`src/verilog/fec_pkg.sv`:
```
// constants, states and the state record shared by the flash erase control
// assumes an 8-bit special-function register bus and a 25 MHz ref_clk
//==========================================================
// fec_pkg
package fec_pkg;
  // register offsets on the special-function bus
  localparam logic [7:0] ERASE_TRIGGER_OFS = 8'h94;
  localparam logic [7:0] MASS_WIPE_OFS     = 8'hB2;
  localparam logic [7:0] BANK_SELECT_OFS   = 8'hB6;
  localparam logic [7:0] PAGE_WIPE_OFS     = 8'hB7;

  // field positions
  localparam int MASS_WIPE_BIT  = 1;
  localparam int PAGE_FIELD_LO  = 2;
  localparam int PAGE_FIELD_HI  = 7;
  localparam int BANK_FIELD_HI  = 2;

  // trigger patterns
  localparam logic [7:0] PAGE_START_PAT = 8'h55;
  localparam logic [7:0] MASS_START_PAT = 8'hAA;
  localparam logic [7:0] CYCLE_END_PAT  = 8'h00;

  // values after reset
  localparam logic [2:0] BANK_RESET  = 3'h1;
  localparam logic [5:0] PAGE_RESET  = 6'h00;
  localparam logic       MASS_RESET  = 1'b0;

  // clock figures
  localparam int REF_CLK_HZ   = 25000000;
  localparam int SYNC_STAGES  = 3;

  typedef enum logic [1:0] {
    FEC_IDLE,
    FEC_PAGE,
    FEC_MASS
  } fec_state_t;

  typedef struct packed {
    fec_state_t  state;
    logic [2:0]  bank;
    logic [5:0]  page;
    logic        mass_en;
    logic [7:0]  rd_data;
    logic [17:0] flash_addr;
  } fec_regs_t;
endpackage : fec_pkg

```
`src/verilog/fec_sync.sv`:
```
// three-stage synchroniser for a level arriving from outside ref_clk
// assumes the input may change at any time; output settles once stages two and three agree
`timescale 1ns/1ps
//==========================================================
// fec_sync
module fec_sync (
  // clock and reset
  input  wire logic ref_clk,
  input  wire logic reset,
  // level in and filtered level out
  input  wire logic async_in,
  output logic      sync_out
);
  typedef struct packed {
    logic [fec_pkg::SYNC_STAGES-1:0] stage;
    logic                            level;
  } fec_sync_t;

  fec_sync_t sync_r;
  fec_sync_t sync_nxt;

  // shift chain; stage 0 feeds only stage 1 to keep metastability contained
  always_comb begin
    sync_nxt       = sync_r;
    sync_nxt.stage = {sync_r.stage[fec_pkg::SYNC_STAGES-2:0], async_in};
    if (sync_r.stage[1] == sync_r.stage[2]) begin
      sync_nxt.level = sync_r.stage[2];
    end
  end

  // registered state
  always_ff @(posedge ref_clk) begin
    if (reset) begin
      sync_r <= '0;
    end else begin
      sync_r <= sync_nxt;
    end
  end

  assign sync_out = sync_r.level;
endmodule : fec_sync

```
`src/verilog/fec_erase_ctrl.sv`:
```
// flash erase control: trigger, mass-enable, page address and bank registers
// assumes a synchronous special-function bus from the MPU on ref_clk and a flash array that
// erases while its request level is high
//
// Functional notes
// - writing 0x55 to erase_trigger starts a page erase cycle
// - writing 0xAA starts mass erase only with enable bit set and debug port on
// - any other trigger value is ignored and never alters a running cycle
// - a cycle stays open until firmware writes 0x00 to erase_trigger
// - write-only mass enable defaults to 0 and is consumed by each mass cycle
// - page field and bank select together give the page to erase
`timescale 1ns/1ps
//==========================================================
// fec_erase_ctrl
module fec_erase_ctrl (
  // clock and reset
  input  wire logic        ref_clk,
  input  wire logic        reset,
  // special-function register bus
  input  wire logic [7:0]  sfr_addr,
  input  wire logic        sfr_wr,
  input  wire logic [7:0]  sfr_wdata,
  input  wire logic        sfr_rd,
  output logic [7:0]       sfr_rdata,
  // debug port enable pin
  input  wire logic        debug_access_port,
  // mpu program address mapping
  input  wire logic [15:0] mpu_addr,
  output logic [17:0]      flash_addr,
  // flash array erase requests
  output logic             page_erase_req,
  output logic             mass_erase_req,
  output logic [8:0]       erase_page_addr,
  output logic             erase_busy
);
  fec_pkg::fec_regs_t regs_r;
  fec_pkg::fec_regs_t regs_nxt;
  logic               dbg_on;

  // the debug pin is asynchronous to ref_clk
  fec_sync u_dbg_sync (
    .ref_clk  (ref_clk),
    .reset    (reset),
    .async_in (debug_access_port),
    .sync_out (dbg_on)
  );

  // single-address write decode, used for every register
  function automatic logic wr_hit(input logic wr, input logic [7:0] a, input logic [7:0] ofs);
    wr_hit = wr && (a == ofs);
  endfunction : wr_hit

  //==========================================================
  // next-state logic
  always_comb begin
    regs_nxt = regs_r;
    // bank select is the only readable register; others read as zero
    if (wr_hit(sfr_wr, sfr_addr, fec_pkg::BANK_SELECT_OFS)) begin
      regs_nxt.bank = sfr_wdata[fec_pkg::BANK_FIELD_HI:0];
    end
    if (wr_hit(sfr_wr, sfr_addr, fec_pkg::PAGE_WIPE_OFS)) begin
      regs_nxt.page = sfr_wdata[fec_pkg::PAGE_FIELD_HI:fec_pkg::PAGE_FIELD_LO];
    end
    if (wr_hit(sfr_wr, sfr_addr, fec_pkg::MASS_WIPE_OFS)) begin
      regs_nxt.mass_en = sfr_wdata[fec_pkg::MASS_WIPE_BIT];
    end
    // trigger sequencer; patterns other than the three named fall through untouched
    if (wr_hit(sfr_wr, sfr_addr, fec_pkg::ERASE_TRIGGER_OFS)) begin
      unique case (regs_r.state)
        fec_pkg::FEC_IDLE: begin
          if (sfr_wdata == fec_pkg::PAGE_START_PAT) begin
            regs_nxt.state = fec_pkg::FEC_PAGE;
          end else if (sfr_wdata == fec_pkg::MASS_START_PAT && regs_r.mass_en && dbg_on) begin
            regs_nxt.state   = fec_pkg::FEC_MASS;
            regs_nxt.mass_en = fec_pkg::MASS_RESET; // consumed, must be rewritten
          end
        end // any other value: no effect
        fec_pkg::FEC_PAGE,
        fec_pkg::FEC_MASS: begin
          if (sfr_wdata == fec_pkg::CYCLE_END_PAT) begin
            regs_nxt.state = fec_pkg::FEC_IDLE;
          end
        end // start patterns while open are ignored
        // the fourth code of the two-bit state is unused; fall back to idle rather than lock up
        default: begin
          regs_nxt.state = fec_pkg::FEC_IDLE;
        end
      endcase
    end
    // registered read data, valid the cycle after sfr_rd
    regs_nxt.rd_data = 8'h00;
    if (sfr_rd && sfr_addr == fec_pkg::BANK_SELECT_OFS) begin
      regs_nxt.rd_data = {5'h00, regs_r.bank};
    end
    // program address map: upper half goes through the selected bank
    if (mpu_addr[15]) begin
      regs_nxt.flash_addr = {regs_r.bank, mpu_addr[14:0]};
    end else begin
      regs_nxt.flash_addr = {3'h0, mpu_addr[14:0]};
    end
  end

  //==========================================================
  // state register
  always_ff @(posedge ref_clk) begin
    if (reset) begin
      regs_r.state      <= fec_pkg::FEC_IDLE;
      regs_r.bank       <= fec_pkg::BANK_RESET;
      regs_r.page       <= fec_pkg::PAGE_RESET;
      regs_r.mass_en    <= fec_pkg::MASS_RESET;
      regs_r.rd_data    <= 8'h00;
      regs_r.flash_addr <= 18'h00000;
    end else begin
      regs_r <= regs_nxt;
    end
  end

  //==========================================================
  // outputs; the page address is the live field, so a write while a cycle is open moves it at once
  assign page_erase_req  = (regs_r.state == fec_pkg::FEC_PAGE);
  assign mass_erase_req  = (regs_r.state == fec_pkg::FEC_MASS);
  assign erase_page_addr = {regs_r.bank, regs_r.page};
  assign erase_busy      = (regs_r.state != fec_pkg::FEC_IDLE);
  assign sfr_rdata       = regs_r.rd_data;
  assign flash_addr      = regs_r.flash_addr;
endmodule : fec_erase_ctrl

```
`config.mk`:
```
export PLATFORM = sky130hd
export DESIGN_NAME = fec_erase_ctrl
export DESIGN_NICKNAME = d
export VERILOG_FILES = /design/src/verilog/fec_pkg.sv /design/src/verilog/fec_sync.sv /design/src/verilog/fec_erase_ctrl.sv
export SDC_FILE = /design/constraint.sdc
export NUM_CORES = 1
export LEC_CHECK = 0
export BUFFER_PORTS_ARGS = -buffer_cell sky130_fd_sc_hd__buf_2
export CELL_PAD_IN_SITES_DETAIL_PLACEMENT = 0
export CELL_PAD_IN_SITES_GLOBAL_PLACEMENT = 1
export CORE_AREA = 2 2 70 72
export DETAILED_ROUTE_END_ITERATION = 16
export DIE_AREA = 0 0 72 74
export HOLD_SLACK_MARGIN = 0.03
export PLACE_DENSITY = 0.89
export SYNTH_ARGS = -nofsm -noshare
export SYNTH_HDL_FRONTEND = slang
export SYNTH_SLANG_ARGS = --single-unit
export TNS_END_PERCENT = 20
```
`constraint.sdc`:
```
create_clock -name ref_clk -period 2.5 [get_ports ref_clk]
set_input_delay 0.125 -clock ref_clk [delete_from_list [all_inputs] [get_ports ref_clk]]
set_output_delay 0.125 -clock ref_clk [all_outputs]
set_load 0.01 [all_outputs]
```
# [Yosys cells after proc, flatten, opt, wreduce, memory -nomap -nowiden]
# Cells that the tools add are included.
[op_classes] eq_ne=11 n_mux=9 bitwise=2 reduce_logical=14
[op_table] op="$eq A8 B8 Y1 const B" count=5
[op_table] op="$eq A8 B7 Y1 const B" count=1
[op_table] op="$logic_not A8 Y1" count=1
[op_table] op="$logic_and A1 B1 Y1" count=7
[op_table] op="$mux W2" count=3
[op_table] op="$reduce_or A2 Y1" count=3
[op_table] op="$mux W1" count=5
[op_table] op="$pmux W2 S2" count=1
[op_table] op="$ne A3 B3 Y1 const B" count=1
[op_table] op="$reduce_and A3 Y1" count=1
[op_table] op="$eq A2 B1 Y1 const B" count=1
[op_table] op="$eq A2 B2 Y1 const B" count=1
[op_table] op="$logic_not A2 Y1" count=1
[op_table] op="$ne A2 B2 Y1 const B" count=1
[op_table] op="$not A1 Y1" count=2
[op_table] op="$reduce_bool A2 Y1" count=1
[op_table] op="$eq A1 B1 Y1" count=1
[word_totals] regBits=42 inputBits=37 out_inout_bits=38

# [Depth between registers and ports, before layout]
[logic_depth] word_depth=7 depth_mapped=5

# [Modules after synthesis]
# From an unflattened synthesis, not the netlist that was laid out.
[hier_totals] hier_cells=157 hier_area_um2=1606.5
[by_module_without_submodules] module="fec_erase_ctrl" n_inst=1 cells_each=147 area_per_inst_um2=1493.9 seq_area_each_um2=660.6
[by_module_without_submodules] module="fec_sync" n_inst=1 cells_each=10 area_per_inst_um2=112.6 seq_area_each_um2=80.1

# [Least setup slack after synthesis]
# No wires, ideal clock.
[synth_timing] kind="input-to-reg" from="input sfr_wdata[5]" to="register regs_r[37] (netlist bit)" t_arrival_ps=1185 setup_slack_ps=1224 stages=4 path_buffers=0 path_cell_list="or4_1 -> o21ai_2 -> a31oi_1 -> a311oi_1"
[synth_via] elab_chain_cells=5 word_cells_on_any_way=10
[synth_lines] element="from (decl)" line="fec_erase_ctrl.sv:22" source="input wire logic [7:0] sfr_wdata,"
[synth_lines] element="$eq A8 B8 Y1" line="fec_erase_ctrl.sv:73" source="end else if (sfr_wdata == fec_pkg::MASS_START_PAT && regs_r.mass_en && dbg_on) begin"
[synth_lines] element="$logic_and A1 B1 Y1 (2 in series)" line="fec_erase_ctrl.sv:73"
[synth_lines] element="$ne A3 B3 Y1 (no line)"
[synth_lines] element="$reduce_and A3 Y1 (no line)"
[synth_lines] element="to (signal assigned)" line="fec_erase_ctrl.sv:114" source="regs_r <= regs_nxt;"
[synth_lines] element="to (decl)" line="fec_erase_ctrl.sv:36" source="fec_pkg::fec_regs_t regs_r;"
# Several ways; a longest one is shown, not always the timed one.
# A chain may end at the register's enable or synchronous reset.

# [Worst setup path after layout]
[layout_timing] from="register regs_r[37] (netlist bit)" to="output erase_busy"
[layout_via] elab_chain_cells=1
[layout_lines] element="$reduce_bool A2 Y1" line="fec_erase_ctrl.sv:123" source="assign erase_busy = (regs_r.state != fec_pkg::FEC_IDLE);"
[layout_lines] element="to (decl)" line="fec_erase_ctrl.sv:34" source="output logic erase_busy"
# No other way between the ends.

==> results.md <==
* I/O pin total at between 70 and 80
* Sequential fraction of the synthesis area at 0.461
* Clk sinks at 37
* Top-area cell type share of the netlist area at 0.461
* Post-Synth Simple-Gate Area at 0.231
* Main flop type after synthesis: dfxtp_1
* Clock-pin slew on the worst setup and hold paths at 70 ps
* Post-Synthesis Cells at 157
* Maximum VDD drop at approximately 0.29 mV
* Setup Skew at between 2 and 3 ps
* Delay-heaviest family, CP: flip-flops
* Async SR Flop Fraction at 0
* Synth Area in Adders at 0.0234
* CP Class: reg -> out
* Reg2reg setup slack at approximately 1300 ps
* Met2 GRT Util at 0.167
* CP bufs+invs at 3
* Post-CTS Resized at 0
* Routability-driven placement congestion ratio at roughly 0.78
* Setup TNS at 0 ps
* Unique cell type count in the Yosys netlist at 31
* Post-synth EDFFs at 0
* Fill cells at between 400 and 500
* Netlist Area Pre-Place at between 1500 and 2000 sq um
* Fmax at slightly below 800 MHz
* Syn_area_per_cell at just over 10 sq um
* Hold Buf Count CTS at 0
* Largest net degree at the start of global routing at 34
* Required @ worst endpoint at 2380 ps
* Register area at 741 sq um
* Critical-path cell list: inv_1 > ha_1 > inv_1 > buf_2
* CTS tree: yes
* Wire length per cell at about 11 um
* Die extent in y at about 74 um
* CP most frequent cell: inv_1
* Synth Warn # at 0
* XOR/XNOR Fraction of Synth Area at 0
* Chip Width at around 72 um
* Status: finished, final reports clean
* Multi-input logic area at between 500 and 600 sq um
* Clock Latency Late Sink at roughly 280 ps
* Tot Pwr at approximately 0.0011 W
* Final hold vios at 0
* Max-cap violations at 0
* Leakage Power at between 0.8 and 0.9 nW
* Ranking of synthesized cells by area: dfxtp_1, buf_4, nor2b_1, mux2i_1, and2_1
* Starting Density at 0.349
* Fin util at 0.401
* All-layer global routing usage at 0.109
* Main combinational cell family by area after synthesis: simple AND/OR/NAND/NOR gates
* Clock Tree Root: clkbuf_8
* Post-CTS Setup Inserts at 0
* DRC errors left at 0
* Crit path largest cell delay at 370 ps
* # H-tree levels at 2
* Final nets at ~240
* Setup Viol. Count Final at 0
* CP startpoint kind: flop
* Mux cell area share after synthesis at 0.0561
* Iteration-0 DRC count of the detailed router at 26
* CTS max path bufs at 2
* GRT overflow at 0
* First-pass GRT wire length at about 4300 um
* GR peak layer: met2
* Worst Path Arrival at 1170 ps
* Post-route non-filler standard cell count at around 250
* Met1 Use GR at 0.130
* Worst-margin pin slew at between 500 and 600 ps
* Post-synth top area cell: dfxtp_1
* Met3 track demand over resource at 0.0474
* Tightest Hold Check Type: in -> reg
* Core area at 4600 sq um
* Num CTS Buffers at 5
* Antenna viol nets, final at 0
* Placed Instances at about 250
* CP Max Fanout at 4
* Vias in the first global route at roughly 940
* Layout cells sized above 1 at 0.415
* Syn-to-layout area delta at 14.7%
* Port-buffer cells at 69
* Tcrit/Tclk final at 0.516
* Flops & latches, synth at 37
* DP HPWL at ~2100 um
* Final period demand of the worst path at around 1300 ps
* Vias/cell at approximately 4.3
* Slowest library cell on the worst path: dfxtp_1
* Slew HR at 0.614
* Detailed Route WL at roughly 2800 um
* # rows at 25
* Compound-cell area share of the yosys netlist at 0.0483
* Detailed Routing Iterations Pass 1 at 4
* Die Area at between 5000 and 6000 sq um
* Slew Limit Fails at 0
* Initial antenna violation count at 0
* RSZ-0062 raised after global routing: false
* Power density over the cells at between 500 and 600 nW/um^2
* CP Capture Type: output pin
* Via count at between 1000 and 1500
* Diodes inserted at 0
-- worst paths after layout --
path	endpoint	cells past startpoint	startpoint
worst max-delay path	erase_busy	4	regs_r[37]
worst min-delay path	flash_addr[13]	2	mpu_addr[13]
worst max register to register	regs_r[37]	5	regs_r[37]
worst min register to register	u_dbg_sync.sync_nxt[3]	1	u_dbg_sync.sync_nxt[2]
-- cell families after synthesis --
logic type	after synthesis
and+or+nand+nor	55
buffers and inverters	41
DFF	37
AOI/OAI and AO/OA	11
muxes	9
adders and majority gates	3
other	1
-- synthesized netlist by cell type, types with 2 or more instances --
master	n
nor2_1	10
a21oi_1	2
nand2b_1	2
nor3_2	2
inv_1	3
clkbuf_1	3
ha_1	3
and2_1	6
nand4_1	3
o21ai_0	2
nand2_1	3
dfxtp_1	37
mux2i_1	9
a311oi_1	2
buf_4	35
nor2b_1	20
-- power breakdown --
part	switching (W)	internal, W
Combinational	0.0000471	0.0000426
Sequential	0.00000335	0.000605
Clock	0.000201	0.000193
-- registers in the layout (all words and copies together), names as in the netlist --
name and flops:
flash_addr 18, u_dbg_sync.sync_nxt 2, sfr_rdata 3, u_dbg_sync.sync_out 1, u_dbg_sync.sync_r 1, erase_page_addr 9, regs_r 3
-- layer usage --
metal / vias to the layer above / wire [um]
met1: 490 / 1230
met4: 0 / 64
met3: 5 / 217
met2: 47 / 1310
met5: - / 0
li1: 561 / -
-- per-stage QoR --
stage / area [sq um] / worst slack (ps) / hold WS [ps]
final: 1840 / 1210 / 46.7
after floorplan: 1620 / 1220 / 197
after global placement: 1760 / 1030 / 332
after detailed placement: 1760 / 1030 / 340
after CTS: 1840 / 1200 / 31.9
after global routing: 1840 / 1130 / 36.4
-- layout by cell type, fill, tap and decap left out, types with 2 or more instances in the layout --
| master | Yosys | final |
|---|---|---|
| a21oi_1 | 2 | 2 |
| clkinv_2 | 0 | 2 |
| nand2_1 | 3 | 3 |
| clkbuf_8 | 0 | 5 |
| ha_1 | 3 | 3 |
| mux2i_1 | 9 | 9 |
| conb_1 | 1 | 5 |
| inv_1 | 3 | 3 |
| nor2b_1 | 20 | 20 |
| nand2b_1 | 2 | 2 |
| buf_2 | 0 | 69 |
| nor2_1 | 10 | 10 |
| nand4_1 | 3 | 3 |
| a311oi_1 | 2 | 2 |
| o21ai_0 | 2 | 2 |
| dfxtp_1 | 37 | 37 |
| and2_1 | 6 | 6 |
| nor3_2 | 2 | 2 |
-- final cells by class --
cell class	count	share of cell area
clock buffers	6	0.0394
clock inverters	2	0.00543
inverters	3	0.00611
multi-input cells	83	0.323
flip-flops and latches	37	0.402
well taps	54	0.0367
repair buffers	69	0.187
No activity file was read; power rests on OpenSTA's default activity.
